==> config.mk <==
export PLATFORM = sky130hd
export DESIGN_NAME = sdss_sequencer
export DESIGN_NICKNAME = d
export VERILOG_FILES = /design/src/design/sdss_obj_mem.v /design/src/design/sdss_sequencer.v
export VERILOG_INCLUDE_DIRS = /design/src /design/src/design
export SDC_FILE = /design/constraint.sdc
export NUM_CORES = 1
export LEC_CHECK = 0
export BUFFER_PORTS_ARGS = -buffer_cell sky130_fd_sc_hd__buf_2
export CAP_MARGIN = 20
export CORE_MARGIN = 5
export CORE_UTILIZATION = 31
export DETAILED_ROUTE_END_ITERATION = 10
export HOLD_SLACK_MARGIN = 0.12
export MAX_ROUTING_LAYER = met4
export SKIP_CTS_REPAIR_TIMING = 1
export SYNTH_ARGS = -nofsm -noshare
export SYNTH_HDL_FRONTEND = slang
export SYNTH_SLANG_ARGS = --single-unit
export TNS_END_PERCENT = 10
==> constraint.sdc <==
create_clock -name clk -period 4.8 [get_ports clk]
set_input_delay 0.96 -clock clk [delete_from_list [all_inputs] [get_ports clk]]
set_output_delay 0.96 -clock clk [all_outputs]
set_load 0.05 [all_outputs]
==> src/design/sdss_consts.vh <==
`ifndef SDSS_CONSTS_VH
`define SDSS_CONSTS_VH

// Link state codes as seen by the master.
`define SDSS_LINK_INIT      4'h1
`define SDSS_LINK_PREOP     4'h2
`define SDSS_LINK_SAFEOP    4'h4
`define SDSS_LINK_OP        4'h8

// Distributed clock example setup.
`define SDSS_SYNC_TYPE_DC   16'h0002
`define SDSS_DC_CYCLE_NS    32'h001E8480
`define SDSS_DC_SHIFT_NS    32'h00000000
`define SDSS_CLK_PERIOD_NS  32'h00000032
`define SDSS_DC_CYCLE_CLKS  (`SDSS_DC_CYCLE_NS / `SDSS_CLK_PERIOD_NS)

// Operation mode that selects profile position moves.
`define SDSS_MODE_PROFPOS   8'h01

// Command word masks and patterns.
`define SDSS_CW_MASK_SHUT   16'h0087
`define SDSS_CW_SHUTDOWN    16'h0006
`define SDSS_CW_MASK_ON     16'h008F
`define SDSS_CW_SWITCH_ON   16'h0007
`define SDSS_CW_ENABLE_OP   16'h000F
`define SDSS_CW_BIT_SETPT   4
`define SDSS_CW_BIT_FRESET  7

// State word low bytes per power-stage state.
`define SDSS_SW_SOD         8'h40
`define SDSS_SW_RTSO        8'h21
`define SDSS_SW_SO          8'h23
`define SDSS_SW_OE          8'h27
`define SDSS_SW_REACT       8'h0F
`define SDSS_SW_FAULT       8'h08
`define SDSS_SW_BIT_VOLT    4
`define SDSS_SW_BIT_REACHED 10
`define SDSS_SW_BIT_LIMIT   11
`define SDSS_SW_BIT_SETACK  12

// Limit object slots in the object memory.
`define SDSS_OBJ_MAX_PVEL   3'h0
`define SDSS_OBJ_MAX_MSPD   3'h1
`define SDSS_OBJ_MAX_ACC    3'h2
`define SDSS_OBJ_MAX_DEC    3'h3
`define SDSS_OBJ_POS_MIN    3'h4
`define SDSS_OBJ_POS_MAX    3'h5
`define SDSS_OBJ_QSTOP_DEC  3'h6
`define SDSS_OBJ_FAULT_DEC  3'h7

// Alias source setting that selects the rotary switch.
`define SDSS_ALIAS_FROM_RSW 16'h0000

`endif

==> src/design/sdss_obj_mem.v <==
`timescale 1ns/10ps
module sdss_obj_mem #(
  parameter AW = 3,
  parameter DW = 32
) (
  input  wire          clk,     // System clock.
  input  wire          wrEn,    // Write strobe.
  input  wire [AW-1:0] wrAddr,  // Write slot.
  input  wire [DW-1:0] wrData,  // Write value.
  input  wire [AW-1:0] rdAddr,  // Read slot.
  output reg  [DW-1:0] rdData   // Registered read value.
);

  reg [DW-1:0] mem [0:(1<<AW)-1];

  // Plain synchronous RAM; contents are undefined until software writes them.
  always @(posedge clk)
  begin
    if (wrEn)
    begin
      mem[wrAddr] <= wrData;
    end
    rdData <= mem[rdAddr];
  end

endmodule

==> src/design/sdss_sequencer.v <==
`timescale 1ns/10ps
`include "sdss_consts.vh"
module sdss_sequencer #(
  parameter SYNC_CLKS = `SDSS_DC_CYCLE_CLKS
) (
  input  wire        clk,           // System clock, 20 MHz.
  input  wire        rstn,          // Asynchronous reset, active low.
  input  wire        linkReqStb,    // Link state request strobe.
  input  wire [3:0]  linkReqState,  // Requested link state code.
  input  wire        mbxCfgDone,    // Mailbox channels configured.
  input  wire        pdoCfgDone,    // Process-data channels configured.
  input  wire [15:0] dcSyncType0,   // Output sync type.
  input  wire [15:0] dcSyncType1,   // Input sync type.
  input  wire [31:0] dcCycleNs,     // Sync cycle time in ns.
  input  wire [31:0] dcShiftNs,     // Input latch shift in ns.
  input  wire        ctrlStb,       // Command word strobe.
  input  wire [15:0] ctrlWord,      // Command word.
  input  wire        modeStb,       // Operation mode write strobe.
  input  wire [7:0]  modeValue,     // Operation mode value.
  input  wire [31:0] moveTarget,    // Requested target position.
  input  wire [31:0] moveVel,       // Requested profile velocity.
  input  wire [31:0] moveAcc,       // Requested profile acceleration.
  input  wire [31:0] moveDec,       // Requested profile deceleration.
  input  wire        objWrStb,      // Limit object write strobe.
  input  wire [2:0]  objWrIdx,      // Limit object slot.
  input  wire [31:0] objWrData,     // Limit object value.
  input  wire        posLimEnable,  // Software position limit enabled.
  input  wire        mainPower,     // Main circuit power present.
  input  wire        netAlarm,      // Network-related alarm active.
  input  wire        overtravel,    // Overtravel inhibit input.
  input  wire        moveDone,      // Motion generator has stopped.
  input  wire [7:0]  rotarySwitch,  // Front rotary alias switches.
  input  wire [15:0] aliasSource,   // Stored alias source setting.
  input  wire [15:0] eepromAlias,   // Alias from the info EEPROM.
  output reg  [3:0]  linkState,     // Current link state code.
  output reg         linkRefused,   // Last link request refused.
  output reg         syncTick,      // One pulse per sync cycle.
  output reg  [15:0] statusWord,    // Drive state word.
  output reg         servoOn,       // Power stage energised.
  output reg  [7:0]  modeActive,    // Operation mode in force.
  output reg         moveStart,     // One-cycle move start pulse.
  output reg  [31:0] cmdTarget,     // Clamped target position.
  output reg  [31:0] cmdVel,        // Clamped profile velocity.
  output reg  [31:0] cmdAcc,        // Clamped acceleration.
  output reg  [31:0] cmdDec,        // Clamped deceleration.
  output reg         stopActive,    // Forced stop in progress.
  output reg  [31:0] stopDecel,     // Deceleration for forced stop.
  output reg  [15:0] stationAlias   // Alias offered to the master.
);

  // Power-stage states, one-hot.
  localparam [5:0] PS_SOD   = 6'h01;
  localparam [5:0] PS_RTSO  = 6'h02;
  localparam [5:0] PS_SO    = 6'h04;
  localparam [5:0] PS_OE    = 6'h08;
  localparam [5:0] PS_FAULT = 6'h10;
  localparam [5:0] PS_REACT = 6'h20;

  reg  [5:0]  psState;
  reg  [5:0]  next_psState;
  reg  [3:0]  next_linkState;
  reg         next_linkRefused;
  reg  [2:0]  scanIdx;
  reg  [2:0]  scanPrev;
  wire [31:0] limShadow [0:7];
  reg         setPtPrev;
  reg         fResetPrev;
  reg         limitHeld;
  reg         aliasCaught;
  reg         useRotary;
  reg  [31:0] syncCnt;
  wire [31:0] memRd;

  // Limit objects live in a small RAM and are scanned into shadows.
  sdss_obj_mem #(
    .AW (3),
    .DW (32)
  ) uObjMem (
    .clk    (clk),
    .wrEn   (objWrStb),
    .wrAddr (objWrIdx),
    .wrData (objWrData),
    .rdAddr (scanIdx),
    .rdData (memRd)
  );

  // The scan adds up to nine cycles before a new limit takes effect.
  always @(posedge clk or negedge rstn)
  begin
    if (!rstn)
    begin
      scanIdx  <= 3'h0;
      scanPrev <= 3'h0;
    end
    else
    begin
      scanIdx  <= scanIdx + 3'h1;
      scanPrev <= scanIdx;
    end
  end

  genvar gi;
  generate
    for (gi = 0; gi < 8; gi = gi + 1)
    begin : gShadow
      localparam [2:0] SLOT = gi;
      reg [31:0] shadow;
      // Each shadow picks up its slot when the scan returns it; one register per slot avoids shared drivers.
      always @(posedge clk or negedge rstn)
      begin
        if (!rstn)
        begin
          shadow <= 32'h00000000;
        end
        else if (scanPrev == SLOT)
        begin
          shadow <= memRd;
        end
      end
      assign limShadow[gi] = shadow;
    end
  endgenerate

  // Distributed clock setup must match the example values exactly.
  wire dcOk = (dcSyncType0 == `SDSS_SYNC_TYPE_DC) && (dcSyncType1 == `SDSS_SYNC_TYPE_DC) &&
              (dcCycleNs == `SDSS_DC_CYCLE_NS) && (dcShiftNs == `SDSS_DC_SHIFT_NS);

  // Link state transitions; backward requests are always honoured.
  always @*
  begin
    next_linkState   = linkState;
    next_linkRefused = linkRefused;
    if (linkReqStb)
    begin
      next_linkRefused = 1'b1;
      case (linkReqState)
        `SDSS_LINK_INIT:
        begin
          next_linkState   = `SDSS_LINK_INIT;
          next_linkRefused = 1'b0;
        end
        `SDSS_LINK_PREOP:
        begin
          if ((linkState == `SDSS_LINK_INIT && mbxCfgDone) || linkState != `SDSS_LINK_INIT)
          begin
            next_linkState   = `SDSS_LINK_PREOP;
            next_linkRefused = 1'b0;
          end
        end
        `SDSS_LINK_SAFEOP:
        begin
          if ((linkState == `SDSS_LINK_PREOP && dcOk && pdoCfgDone) ||
              linkState == `SDSS_LINK_OP || linkState == `SDSS_LINK_SAFEOP)
          begin
            next_linkState   = `SDSS_LINK_SAFEOP;
            next_linkRefused = 1'b0;
          end
        end
        `SDSS_LINK_OP:
        begin
          if (linkState == `SDSS_LINK_SAFEOP || linkState == `SDSS_LINK_OP)
          begin
            next_linkState   = `SDSS_LINK_OP;
            next_linkRefused = 1'b0;
          end
        end
        default:
        begin
          next_linkState = linkState;
        end
      endcase
    end
  end

  always @(posedge clk or negedge rstn)
  begin
    if (!rstn)
    begin
      linkState   <= `SDSS_LINK_INIT;
      linkRefused <= 1'b0;
    end
    else
    begin
      linkState   <= next_linkState;
      linkRefused <= next_linkRefused;
    end
  end

  // Sync tick runs once the process-data channels are live.
  always @(posedge clk or negedge rstn)
  begin
    if (!rstn)
    begin
      syncCnt  <= 32'h00000000;
      syncTick <= 1'b0;
    end
    else if (linkState == `SDSS_LINK_SAFEOP || linkState == `SDSS_LINK_OP)
    begin
      syncTick <= (syncCnt == SYNC_CLKS - 1);
      syncCnt  <= (syncCnt == SYNC_CLKS - 1) ? 32'h00000000 : syncCnt + 32'h00000001;
    end
    else
    begin
      syncCnt  <= 32'h00000000;
      syncTick <= 1'b0;
    end
  end

  // Command decode; a link drop out of OP counts as a network alarm.
  wire cwShut   = ctrlStb && ((ctrlWord & `SDSS_CW_MASK_SHUT) == `SDSS_CW_SHUTDOWN);
  wire cwOn     = ctrlStb && ((ctrlWord & `SDSS_CW_MASK_ON) == `SDSS_CW_SWITCH_ON);
  wire cwEnable = ctrlStb && ((ctrlWord & `SDSS_CW_MASK_ON) == `SDSS_CW_ENABLE_OP);
  wire fReset   = ctrlStb && ctrlWord[`SDSS_CW_BIT_FRESET] && !fResetPrev;
  wire alarmNow = netAlarm || (linkState == `SDSS_LINK_OP && next_linkState != `SDSS_LINK_OP);

  always @*
  begin
    next_psState = psState;
    case (psState)
      PS_SOD:
      begin
        if (cwShut)
        begin
          next_psState = PS_RTSO;
        end
      end
      PS_RTSO:
      begin
        if (cwOn)
        begin
          next_psState = PS_SO;
        end
      end
      PS_SO:
      begin
        if (cwEnable)
        begin
          next_psState = PS_OE;
        end
      end
      PS_OE:
      begin
        if (alarmNow)
        begin
          next_psState = PS_REACT;
        end
        else if (cwOn)
        begin
          next_psState = PS_SO;
        end
      end
      PS_REACT:
      begin
        if (moveDone)
        begin
          next_psState = PS_FAULT;
        end
      end
      PS_FAULT:
      begin
        if (fReset && !netAlarm)
        begin
          next_psState = PS_SOD;
        end
      end
      default:
      begin
        next_psState = PS_SOD;
      end
    endcase
    if (alarmNow && psState != PS_OE && psState != PS_REACT)
    begin
      next_psState = PS_FAULT;
    end
  end

  always @(posedge clk or negedge rstn)
  begin
    if (!rstn)
    begin
      psState    <= PS_SOD;
      servoOn    <= 1'b0;
      fResetPrev <= 1'b0;
    end
    else
    begin
      psState    <= next_psState;
      servoOn    <= (next_psState == PS_OE) || (next_psState == PS_REACT);
      if (ctrlStb)
      begin
        fResetPrev <= ctrlWord[`SDSS_CW_BIT_FRESET];
      end
    end
  end

  // Operation mode; only profile position moves are executed here.
  always @(posedge clk or negedge rstn)
  begin
    if (!rstn)
    begin
      modeActive <= 8'h00;
    end
    else if (modeStb)
    begin
      modeActive <= modeValue;
    end
  end

  // Clamp candidates for the next move.
  wire [31:0] velCap  = (limShadow[`SDSS_OBJ_MAX_PVEL] < limShadow[`SDSS_OBJ_MAX_MSPD]) ?
                        limShadow[`SDSS_OBJ_MAX_PVEL] : limShadow[`SDSS_OBJ_MAX_MSPD];
  wire        velClip = moveVel > velCap;
  wire        accClip = moveAcc > limShadow[`SDSS_OBJ_MAX_ACC];
  wire        decClip = moveDec > limShadow[`SDSS_OBJ_MAX_DEC];
  wire        posLo   = posLimEnable && ($signed(moveTarget) < $signed(limShadow[`SDSS_OBJ_POS_MIN]));
  wire        posHi   = posLimEnable && ($signed(moveTarget) > $signed(limShadow[`SDSS_OBJ_POS_MAX]));
  wire        setPtUp = ctrlStb && ctrlWord[`SDSS_CW_BIT_SETPT] && !setPtPrev;
  wire        ppGo    = setPtUp && psState == PS_OE && !alarmNow &&
                        modeActive == `SDSS_MODE_PROFPOS;

  // A move latches clamped values; the limit flag holds for that move.
  always @(posedge clk or negedge rstn)
  begin
    if (!rstn)
    begin
      setPtPrev <= 1'b0;
      moveStart <= 1'b0;
      limitHeld <= 1'b0;
      cmdTarget <= 32'h00000000;
      cmdVel    <= 32'h00000000;
      cmdAcc    <= 32'h00000000;
      cmdDec    <= 32'h00000000;
    end
    else
    begin
      if (ctrlStb)
      begin
        setPtPrev <= ctrlWord[`SDSS_CW_BIT_SETPT];
      end
      moveStart <= ppGo;
      if (ppGo)
      begin
        cmdTarget <= posLo ? limShadow[`SDSS_OBJ_POS_MIN] :
                     (posHi ? limShadow[`SDSS_OBJ_POS_MAX] : moveTarget);
        cmdVel    <= velClip ? velCap : moveVel;
        cmdAcc    <= accClip ? limShadow[`SDSS_OBJ_MAX_ACC] : moveAcc;
        cmdDec    <= decClip ? limShadow[`SDSS_OBJ_MAX_DEC] : moveDec;
        limitHeld <= velClip || accClip || decClip || posLo || posHi;
      end
      else if (moveDone)
      begin
        limitHeld <= 1'b0;
      end
    end
  end

  // Forced stop: fault reaction outranks overtravel.
  always @(posedge clk or negedge rstn)
  begin
    if (!rstn)
    begin
      stopActive <= 1'b0;
      stopDecel  <= 32'h00000000;
    end
    else if (next_psState == PS_REACT)
    begin
      stopActive <= 1'b1;
      stopDecel  <= limShadow[`SDSS_OBJ_FAULT_DEC];
    end
    else if (overtravel && next_psState == PS_OE)
    begin
      stopActive <= 1'b1;
      stopDecel  <= limShadow[`SDSS_OBJ_QSTOP_DEC];
    end
    else
    begin
      stopActive <= 1'b0;
      stopDecel  <= 32'h00000000;
    end
  end

  // State word assembled from the next state so it settles with servoOn.
  reg [7:0] swLow;
  always @*
  begin
    case (next_psState)
      PS_SOD:   swLow = `SDSS_SW_SOD;
      PS_RTSO:  swLow = `SDSS_SW_RTSO;
      PS_SO:    swLow = `SDSS_SW_SO;
      PS_OE:    swLow = `SDSS_SW_OE;
      PS_REACT: swLow = `SDSS_SW_REACT;
      PS_FAULT: swLow = `SDSS_SW_FAULT;
      default:  swLow = `SDSS_SW_SOD;
    endcase
    swLow[`SDSS_SW_BIT_VOLT] = mainPower;
  end

  always @(posedge clk or negedge rstn)
  begin
    if (!rstn)
    begin
      statusWord <= {8'h00, `SDSS_SW_SOD};
    end
    else
    begin
      statusWord <= {3'h0, moveStart, (limitHeld && !moveDone) || stopActive,
                     moveDone && !moveStart, 2'h0, swLow};
    end
  end

  // Alias source is caught once after reset, standing in for a power cycle.
  always @(posedge clk or negedge rstn)
  begin
    if (!rstn)
    begin
      aliasCaught  <= 1'b0;
      useRotary    <= 1'b0;
      stationAlias <= 16'h0000;
    end
    else
    begin
      if (!aliasCaught)
      begin
        aliasCaught <= 1'b1;
        useRotary   <= (aliasSource == `SDSS_ALIAS_FROM_RSW);
      end
      stationAlias <= useRotary ? {8'h00, rotarySwitch} : eepromAlias;
    end
  end

endmodule

==> results of run 1 <==
[state kept, by name, summed over array words and instances, names as in the netlist, 6 cells and up]
| name | flops |
|---|---|
| cmdAcc | 32 |
| cmdDec | 32 |
| cmdTarget | 32 |
| cmdVel | 32 |
| gShadow.shadow | 256 |
| modeActive | 8 |
| psState | 6 |
| stationAlias | 16 |
| statusWord | 10 |
| stopDecel | 32 |
| syncCnt | 32 |
| uObjMem.mem | 256 |
| uObjMem.rdData | 32 |
[path summary, 6_finish.rpt]
check                                                   from                                end  slack (ps)  cells after the start
min in group clk                                   mainPower            statusWord[4]$_DFF_PN0_         400                      1
hold / removal                                          rstn          stationAlias[1]$_DFF_PN0_         330                      1
hold reg to reg            gShadow[7].shadow[25]$_DFFE_PN0N_            stopDecel[25]$_DFF_PN0_         450                      1
setup reg to reg            gShadow[0].shadow[9]$_DFFE_PN0N_             cmdVel[31]$_DFFE_PN0P_         240                     20
max in group asynchronous                               rstn  gShadow[2].shadow[15]$_DFFE_PN0N_        3380                      2
setup / recovery            gShadow[0].shadow[9]$_DFFE_PN0N_             cmdVel[31]$_DFFE_PN0P_         240                     20
[stage by stage]
stage,cell area (um2),util,setup slack [ps],total power (W)
2_1_floorplan,37490,-,413.1,0.008217
3_3_place_gp,42630,0.3553,120.0,0.008929
3_5_place_dp,42660,0.3556,74.37,0.008956
4_1_cts,45950,0.3830,26.64,0.01660
5_1_grt,46080,0.3841,-18.67,0.01705
6_report,46090,0.3842,242.5,0.01639
[power by group through the flow]
stage	Combinational [W]	Sequential [W]	Clock, W
after global routing	0.00167	0.00733	0.00806
after detailed placement	0.00151	0.00745	0
after floorplan	0.000738	0.00748	0
after global placement	0.00149	0.00744	0
after CTS	0.00152	0.00732	0.00777
final	0.00151	0.00731	0.00756
[kinds of logic (layout without fill, tap and decap cells)]
logic type | after synthesis | in the layout | share of synthesized area
flip-flops | 796 | 796 | 0.5616
AND/OR/NAND/NOR | 620 | 620 | 0.08398
AO/OA/AOI/OAI | 616 | 616 | 0.09998
multiplexers | 434 | 434 | 0.1456
buffers and inverters | 337 | 984 | 0.03697
adder cells (fa/ha/maj) | 192 | 192 | 0.06412
XOR/XNOR | 32 | 32 | 0.007480
other | 2 | 44 | 0.0002004
[area by class of cell]
class / count / share of cell area
inverters: 177 / 0.01441
diodes: 37 / 0.002009
flip-flops and latches: 796 / 0.4567
clock inverters: 46 / 0.01699
repair buffers: 639 / 0.08136
well taps: 1612 / 0.04376
clock buffers: 122 / 0.05454
multi-input cells: 1901 / 0.3303
[cell usage in the layout, fill, tap and decap left out, types with 23 or more instances in the layout]
cell type / count
buf_2: 531
dfrtp_1: 503
edfxtp_1: 256
o21ai_0: 225
mux2_2: 215
ha_1: 192
nand2_1: 179
a21oi_1: 177
inv_1: 176
mux2i_1: 123
clkbuf_16: 91
buf_4: 85
nor3_1: 80
nor2_1: 75
nand3_1: 65
mux4_2: 64
nand2b_1: 44
a211oi_1: 41
nand4_1: 38
diode_2: 37
nor4_1: 32
a22o_1: 32
o41ai_1: 32
dfxtp_1: 32
mux2_1: 31
a21o_1: 26
xor2_1: 23
[metal layers]
| layer | GRT usage | up-vias | wire, um | part of all wire |
|---|---|---|---|---|
| met5 | - | - | 0 | 0 |
| met3 | 0.04125 | 200 | 8987 | 0.073 |
| met4 | 0.06311 | 0 | 4052 | 0.033 |
| met2 | 0.3191 | 790 | 59310 | 0.48 |
| met1 | 0.2419 | 13258 | 51280 | 0.41 |
| li1 | - | 12403 | - | - |
==> results by group, run 1 <==
Status
  – Status: complete, no violations

Synthesis
  – Syn avg cell area: 12.37 um2
  – Mapped Cells: approximately 3000
  – Synthesized area: ~0.037 mm2
  – Seq/Total Area, Yosys: 0.5616
  – Yosys reg bits: 796
  – Commonest register cell after synthesis: dfrtp_1
  – Most numerous cell in the Yosys netlist: dfrtp_1
  – Async set or reset register ratio after synthesis: 0.6382
  – Top cell type's share of synthesized area: 0.3373
  – Area contributors post-synth: dfrtp_1 34%, edfxtp_1 21%, mux2_2 6.5%
  – Synth warn: 0
  – Post-synth cell types: 83
  – Largest area contributor in the netlist: dfrtp_1
  – Post-synth EDFFs: between 200 and 300
  – Top cells by count, synth: 505 x dfrtp_1, 256 x edfxtp_1, 227 x o21ai_0

Final layout
  – Reg area: approximately 0.021 mm2
  – Layout Area Growth over Synthesis: 23.01%
  – Filler cell count: 11577
  – Nets: 4137
  – Share of cells above drive strength 1: 0.3015
  – Multi-input gate area: around 0.015 mm2
  – Fin cells: around 5300

Worst setup path
  – Setup CP Type: flip-flop to flip-flop
  – CP max FO: 32
  – Type of origin of the critical path: flip-flop
  – Crit path top cell by count: a21o_1
  – CP max-delay cell: dfrtp_1
  – Worst path required time: ~5300 ps
  – CP Capture Type: flip-flop
  – Slowest Stage Delay on Critical Path: around 420 ps
  – CP Data Arrival Time: ~5100 ps
  – Critical path, cell by cell: ha_1, a21o_1, nand3_1, a21oi_1, o31a_1, a41o_1, buf_12, nor3_1, nor3_1, ha_1, a21o_1, a21o_1, a221oi_2, o2111ai_2, o21ai_4, buf_12, buf_4, nand2b_1, o41ai_1, o21ai_0
  – Crit path buf inv count: 3
  – CP top delay family: compound AO/OA/AOI/OAI gates

Placement
  – RD Place Congestion: 0.8684
  – Placed Cells: 5125
  – Detail Placement HPWL: 85840 um
  – Port bufs: approximately 530

Floorplan
  – Rows: around 130
  – Starting density of the core: 0.3123
  – Die area: about 0.13 mm2
  – Chip width: 357.7 um
  – Die span in y: roughly 360 um
  – Core area: roughly 0.12 mm2
  – IO Count: 549

Power
  – Leakage: around 21 nW
  – Reg power frac: 0.446
  – Net Switching: slightly above 0.004 W
  – Switching Share: 0.2454
  – VDD IR-drop max: 0.0003226 V
  – Combinational power share: 0.092
  – Pint: 0.01237 W
  – Power per cell area: 355.5 mW/mm2
  – Clock network power share: 0.461

Timing
  – Fin crit share: 0.9495
  – Worst slew pin tran: 1092 ps
  – Slew Limit Fails: 0
  – Layout Skew: about 70 ps
  – Final setup vio count: 0
  – Slew headroom: 0.2713
  – Crit path time final: 4557 ps
  – Hold Slack: roughly 330 ps
  – Highest clock rate: 219.4 MHz
  – TNS Setup: 0 ps
  – Final hold violations: 0

CTS
  – Max Buffers Root-to-Sink: 3
  – Clock Latency Late Sink: just under 700 ps
  – CTS Buf Count: 90
  – # clock sinks: between 700 and 800
  – TritonCTS clock tree: done
  – Worst-path clk slew: roughly 60 ps
  – Root buf cell: clkbuf_16
  – H-tree Lvls: 3

GRT
  – Gr ovfl total: 0
  – Largest net degree at the start of global routing: 97
  – Vias in the first global route: 26754
  – Total Routing Usage GR: 0.1946
  – Global-route wire length before repair: 178700 um
  – Initial antenna violation count: between 40 and 50

Drt
  – DRC violations left: 0
  – Via Count: around 27000
  – Vias/cell: 5.000
  – Initial DRT Pass Iterations: 5
  – Drt initial violations: approximately 1700
  – Drt total wl: ~120000 um
  – Routed Antenna Nets: 0
  – Routed wire per std cell: about 23 um

Job
  – Max-cap check violation count: 0

Worst hold path
  – Hold crit path type: input pin to asynchronous set/reset pin
Power figures use the tool's default switching activity.
==> run 2: changes to the inputs <==
--- a/config.mk
+++ b/config.mk
@@ -8,11 +8,14 @@
 export LEC_CHECK = 0
 export BUFFER_PORTS_ARGS = -buffer_cell sky130_fd_sc_hd__buf_2
 export CAP_MARGIN = 20
+export CELL_PAD_IN_SITES_DETAIL_PLACEMENT = 1
+export CELL_PAD_IN_SITES_GLOBAL_PLACEMENT = 1
 export CORE_MARGIN = 5
 export CORE_UTILIZATION = 31
 export DETAILED_ROUTE_END_ITERATION = 10
 export HOLD_SLACK_MARGIN = 0.12
 export MAX_ROUTING_LAYER = met4
+export PLACE_DENSITY_LB_ADDON = 0.1
 export SKIP_CTS_REPAIR_TIMING = 1
 export SYNTH_ARGS = -nofsm -noshare
 export SYNTH_HDL_FRONTEND = slang
==> constraint.sdc (replaced) <==
create_clock -name clk -period 4.8 [get_ports clk]
set_input_delay 0.48 -clock clk [delete_from_list [all_inputs] [get_ports clk]]
set_output_delay 0.48 -clock clk [all_outputs]
set_load 0.05 [all_outputs]
==> results by group, run 2 (same netlist as run 1, synthesis figures left out) <==
Status
  – Status: complete, no violations

Drt
  – Routed wire per std cell: ~25 um
  – Drt total wl: 136600 um
  – Routed Antenna Nets: 0
  – Drt initial violations: between 1000 and 1500
  – Vias/cell: approximately 5.1
  – Initial DRT Pass Iterations: 5
  – Via Count: ~27000
  – DRC violations left: 0

Final layout
  – Nets: around 4200
  – Post-layout instance area: between 0.04 and 0.05 mm2
  – Largest regs: gShadow.shadow: 256 flops, uObjMem.mem: 256 flops
  – Filler cell count: about 13000
  – Most common cell after layout, fill and taps aside: buf_2
  – Most frequent cells in the layout: 531 x buf_2, 503 x dfrtp_1, 256 x edfxtp_1, 225 x o21ai_0, 215 x mux2_2
  – Share of cells above drive strength 1: 0.3038
  – Layout Area Growth over Synthesis: 25.42%

Worst setup path
  – Worst path required time: approximately 5300 ps
  – R2R depth: 21
  – Worst reg-to-reg setup slack: between 200 and 250 ps
  – CP Data Arrival Time: approximately 5000 ps
  – Setup CP Type: flip-flop to flip-flop
  – CP Capture Type: flip-flop
  – Type of origin of the critical path: flip-flop
  – FF-to-FF Start: gShadow[0].shadow[13]$_DFFE_PN0N_
  – CP max FO: 16
  – Reg-to-Reg End: cmdVel[22]$_DFFE_PN0P_

Floorplan
  – Core area: ~0.12 mm2
  – Die area: between 0.1 and 0.15 mm2
  – IO Count: about 550
  – Die span in y: about 360 um
  – Rows: 127
  – Chip width: around 360 um
  – Starting density of the core: 0.3123

CTS
  – Clock Latency Late Sink: between 700 and 800 ps
  – # clock sinks: around 800
  – H-tree Lvls: 3
  – Worst-path clk slew: 60 ps
  – Max Buffers Root-to-Sink: 3
  – TritonCTS clock tree: done
  – Root buf cell: clkbuf_16
  – CTS Buf Count: 94

GRT
  – Vias in the first global route: 29694
  – Total Routing Usage GR: 0.2158
  – Largest net degree at the start of global routing: between 100 and 150
  – Initial antenna violation count: 47
  – Global-route wire length before repair: about 200000 um
  – Gr ovfl total: 0

Power
  – Power per cell area: around 350 mW/mm2
  – Leakage: between 20 and 25 nW
  – VDD IR-drop max: 0.0002882 V
  – Pwr Total: 0.01647 W

Worst hold path
  – End of the worst hold path: cmdAcc[18]$_DFFE_PN0P_
  – Hold depth: 3
  – Hold crit path type: input pin to flip-flop
  – Min-delay src: moveAcc[18]

Timing
  – Worst slew pin tran: approximately 1100 ps
  – Highest clock rate: approximately 220 MHz
  – Final setup vio count: 0
  – RSZ-0062 raised after global routing: yes
  – Crit path time final: ~4600 ps
  – Layout Skew: 75.23 ps
  – Slew headroom: 0.2380
  – Fin crit share: 0.9510
  – Slew Limit Fails: 0
  – Final hold violations: 0

Placement
  – RD Place Congestion: slightly above 0.9
  – Port bufs: roughly 530
  – Post-DP Area: approximately 0.043 mm2
  – Detail Placement HPWL: between 90000 and 100000 um

Job
  – Max-cap check violation count: 0
[run 2: area by class of cell]
| cell class | count | area (um2) | area share |
|---|---|---|---|
| Sequential cell | 796 | 21050 | 0.4479 |
| Multi-Input combinational cell | 1901 | 15280 | 0.3252 |
| Timing Repair Buffer | 726 | 4587 | 0.09761 |
| Clock buffer | 122 | 2610 | 0.05554 |
| Tap cell | 1612 | 2017 | 0.04292 |
| Clock inverter | 53 | 715.7 | 0.01523 |
| Inverter | 177 | 664.4 | 0.01414 |
| Antenna cell | 27 | 67.56 | 0.001438 |
[run 2: worst max-delay path by stage]
stage	start	endpoint	slack, ps	cells after the start
global route	gShadow[1].shadow[9]$_DFFE_PN0N_	cmdVel[4]$_DFFE_PN0P_	-30	20
global placement	gShadow[0].shadow[13]$_DFFE_PN0N_	cmdVel[15]$_DFFE_PN0P_	-90	19
finish	gShadow[0].shadow[13]$_DFFE_PN0N_	cmdVel[22]$_DFFE_PN0P_	240	21
floorplan	gShadow[0].shadow[29]$_DFFE_PN0N_	cmdVel[11]$_DFFE_PN0P_	410	21
detailed placement	gShadow[0].shadow[13]$_DFFE_PN0N_	cmdVel[30]$_DFFE_PN0P_	-100	19
CTS	gShadow[0].shadow[13]$_DFFE_PN0N_	cmdVel[30]$_DFFE_PN0P_	-120	19
[run 2: power by group]
| part | switching [W] | internal [W] | total (W) |
|---|---|---|---|
| sequential | 0.000133 | 0.00719 | 0.00733 |
| combinational | 0.000954 | 0.000645 | 0.00160 |
| clock | 0.00307 | 0.00447 | 0.00755 |
| total | 0.00416 | 0.0123 | 0.0165 |
[run 2: routing by layer]
layer	GRT usage	wire, um	up-vias
met3	0.03860	7125	218
met5	-	0	-
li1	-	-	12552
met4	0.07791	5486	0
met1	0.2616	57530	13935
met2	0.3632	66490	702
[run 2: critical path: stages (launching register included)]
cell	delay, ps
dfrtp_1	420
ha_1	340
a21o_1	170
a21oi_1	140
nor2b_1	80
o31a_1	280
a41o_1	260
buf_12	160
buf_4	200
nor3_1	240
nor3_1	90
ha_1	200
a21o_1	160
a21o_1	190
o311ai_0	370
a31oi_1	200
o21ai_4	240
buf_4	270
nand2b_1	110
o41ai_2	80
buf_4	180
o21ai_1	50
[run 2: per-stage QoR]
stage / instances / hold WS, ps / util / TNS (ps) / setup slack, ps
floorplan: 3034 / 184.4 / - / 0 / 413.1
global placement: 5139 / 463.5 / 0.3562 / -163.2 / -88.05
detailed placement: 5142 / 454.0 / 0.3566 / -240.6 / -102.5
CTS: 5317 / -166.9 / 0.3844 / -315.6 / -124.7
global route: 5406 / 120.7 / 0.3915 / -66.84 / -28.76
finish: 5414 / 141.7 / 0.3917 / 0 / 235.4
==> run 3: changes to the inputs <==
--- a/config.mk
+++ b/config.mk
@@ -11,7 +11,7 @@
 export CELL_PAD_IN_SITES_DETAIL_PLACEMENT = 1
 export CELL_PAD_IN_SITES_GLOBAL_PLACEMENT = 1
 export CORE_MARGIN = 5
-export CORE_UTILIZATION = 31
+export CORE_UTILIZATION = 46
 export DETAILED_ROUTE_END_ITERATION = 10
 export HOLD_SLACK_MARGIN = 0.12
 export MAX_ROUTING_LAYER = met4
==> results by group, run 3 (same netlist as run 1, synthesis figures left out) <==
CTS
  – TritonCTS clock tree: done
  – H-tree Lvls: 3
  – Worst-path clk slew: 60 ps
  – CTS Buf Count: 87
  – Max Buffers Root-to-Sink: 3
  – Root buf cell: clkbuf_16
  – # clock sinks: just under 800
  – Clock Latency Late Sink: around 660 ps

Drt
  – Vias/cell: 5.740
  – Routed Antenna Nets: 0
  – Routed wire per std cell: about 25 um
  – Initial DRT Pass Iterations: 5
  – Via Count: between 20000 and 30000
  – Drt initial violations: ~1500
  – Drt total wl: around 120000 um
  – DRC violations left: 0

Timing
  – RSZ-0062 raised after global routing: yes
  – Worst slew pin tran: approximately 1100 ps
  – Slew headroom: 0.2524
  – Slew Limit Fails: 0
  – Crit path time final: between 4000 and 5000 ps
  – Worst setup margin: ~180 ps
  – Highest clock rate: 216.7 MHz
  – Hold Slack: around 130 ps
  – Final setup vio count: 0
  – Fin crit share: 0.9616
  – Final hold violations: 0
  – Layout Skew: around 29 ps

GRT
  – Largest net degree at the start of global routing: 105
  – Global-route wire length before repair: ~180000 um
  – Vias in the first global route: slightly below 30000
  – Gr ovfl total: 0
  – Total Routing Usage GR: 0.2777
  – Initial antenna violation count: 27

Final layout
  – Final core utilization: 0.5616
  – Most frequent cells in the layout: 531 x buf_2, 503 x dfrtp_1, 256 x edfxtp_1, 226 x o21ai_0, 215 x mux2_2
  – Nets: about 4200
  – Layout Area Growth over Synthesis: 20.93%
  – Fin cells: roughly 4800
  – Largest regs: gShadow.shadow: 256 flops, uObjMem.mem: 256 flops
  – Share of cells above drive strength 1: 0.2878
  – Most common cell after layout, fill and taps aside: buf_2

Placement
  – Port bufs: ~530
  – Detail Placement HPWL: 83350 um
  – RD Place Congestion: about 0.9
  – Placed Cells: ~4500
  – DP Worst Slack: -101.4 ps

Worst setup path
  – CP max FO: 33
  – Setup CP Type: flip-flop to flip-flop
  – Worst path required time: about 5300 ps
  – Type of origin of the critical path: flip-flop
  – CP Data Arrival Time: 5130 ps
  – CP Capture Type: flip-flop

Power
  – Power per cell area: between 300 and 400 mW/mm2
  – Pwr Total: around 0.016 W
  – Leakage: 20.52 nW
  – VDD IR-drop max: between 0.0002 and 0.0003 V

Floorplan
  – Rows: approximately 100
  – Chip width: 295.4 um
  – Core area: between 0.08 and 0.09 mm2
  – IO Count: approximately 550
  – Die area: between 0.08 and 0.09 mm2
  – Die span in y: between 200 and 300 um
  – Starting density of the core: 0.4644

Worst hold path
  – Hold crit path type: input pin to flip-flop

Status
  – Status: complete, no violations

Job
  – Max-cap check violation count: 0
## run 3: cell count changes in the layout (fill, tap and decap cells not counted), moves of 8 or more
cell	change
buf_4	-56
clkbuf_8	+11
clkinv_2	-11
buf_12	-10
o41ai_2	+9
clkbuf_16	-8
o41ai_1	-8
## run 3: routing by layer
layer	track usage	routed length [um]	vias to the layer above
li1	-	-	12395
met1	0.3506	51330	14195
met2	0.4703	60510	654
met3	0.04650	5822	166
met4	0.07182	2842	0
met5	-	0	-
## run 3: worst max-delay path: stages (launching register included)
cell       delay, ps
dfrtp_1          420
ha_1             340
a21oi_1           80
nor2b_1          110
o21ai_0           80
a211o_1          290
o21a_2           330
buf_4            210
buf_4            150
a211oi_1         280
nor3_1            90
ha_1             340
nand4_1          120
nor3_1           240
buf_4            180
nand3_1          100
o2111ai_2        260
o21ai_4          110
buf_12           180
o41ai_1          420
o21ai_1          110
## run 3: power by group
group	switching [W]	leakage [nW]	internal (W)	total (W)
Clock	0.00284	1.43	0.00396	0.00680
Combinational	0.000915	10.1	0.000601	0.00152
Sequential	0.000142	9.01	0.00719	0.00733
## run 3: worst paths after layout
kind	startpoint	end	slack (ps)	cells after the start
setup / recovery	gShadow[0].shadow[17]$_DFFE_PN0N_	cmdVel[22]$_DFFE_PN0P_	180	20
hold / removal	ctrlWord[7]	fResetPrev$_DFFE_PN0P_	130	3
setup reg to reg	gShadow[0].shadow[17]$_DFFE_PN0N_	cmdVel[22]$_DFFE_PN0P_	180	20
hold reg to reg	moveStart$_DFF_PN0_	statusWord[12]$_DFF_PN0_	410	0
max in group asynchronous	rstn	stopDecel[12]$_DFF_PN0_	3130	3
min in group asynchronous	rstn	cmdVel[9]$_DFFE_PN0P_	500	2
## run 3: metrics by stage
step	instance area, um2	TNS (ps)
floorplan	37490	0
global placement	41450	0
detailed placement	41480	-158.2
CTS	44400	-354.3
global route	45310	-192.3
finish	45310	0
## run 3: final cells by class
cell class	instances	area (um2)
clock buffers	132	2587
multi-input cells	1901	15320
repair buffers	661	3978
well taps	1060	1326
diodes	22	55.05
fillers	8366	35370
inverters	177	664.4
flip-flops and latches	796	21050
clock inverters	26	334.1
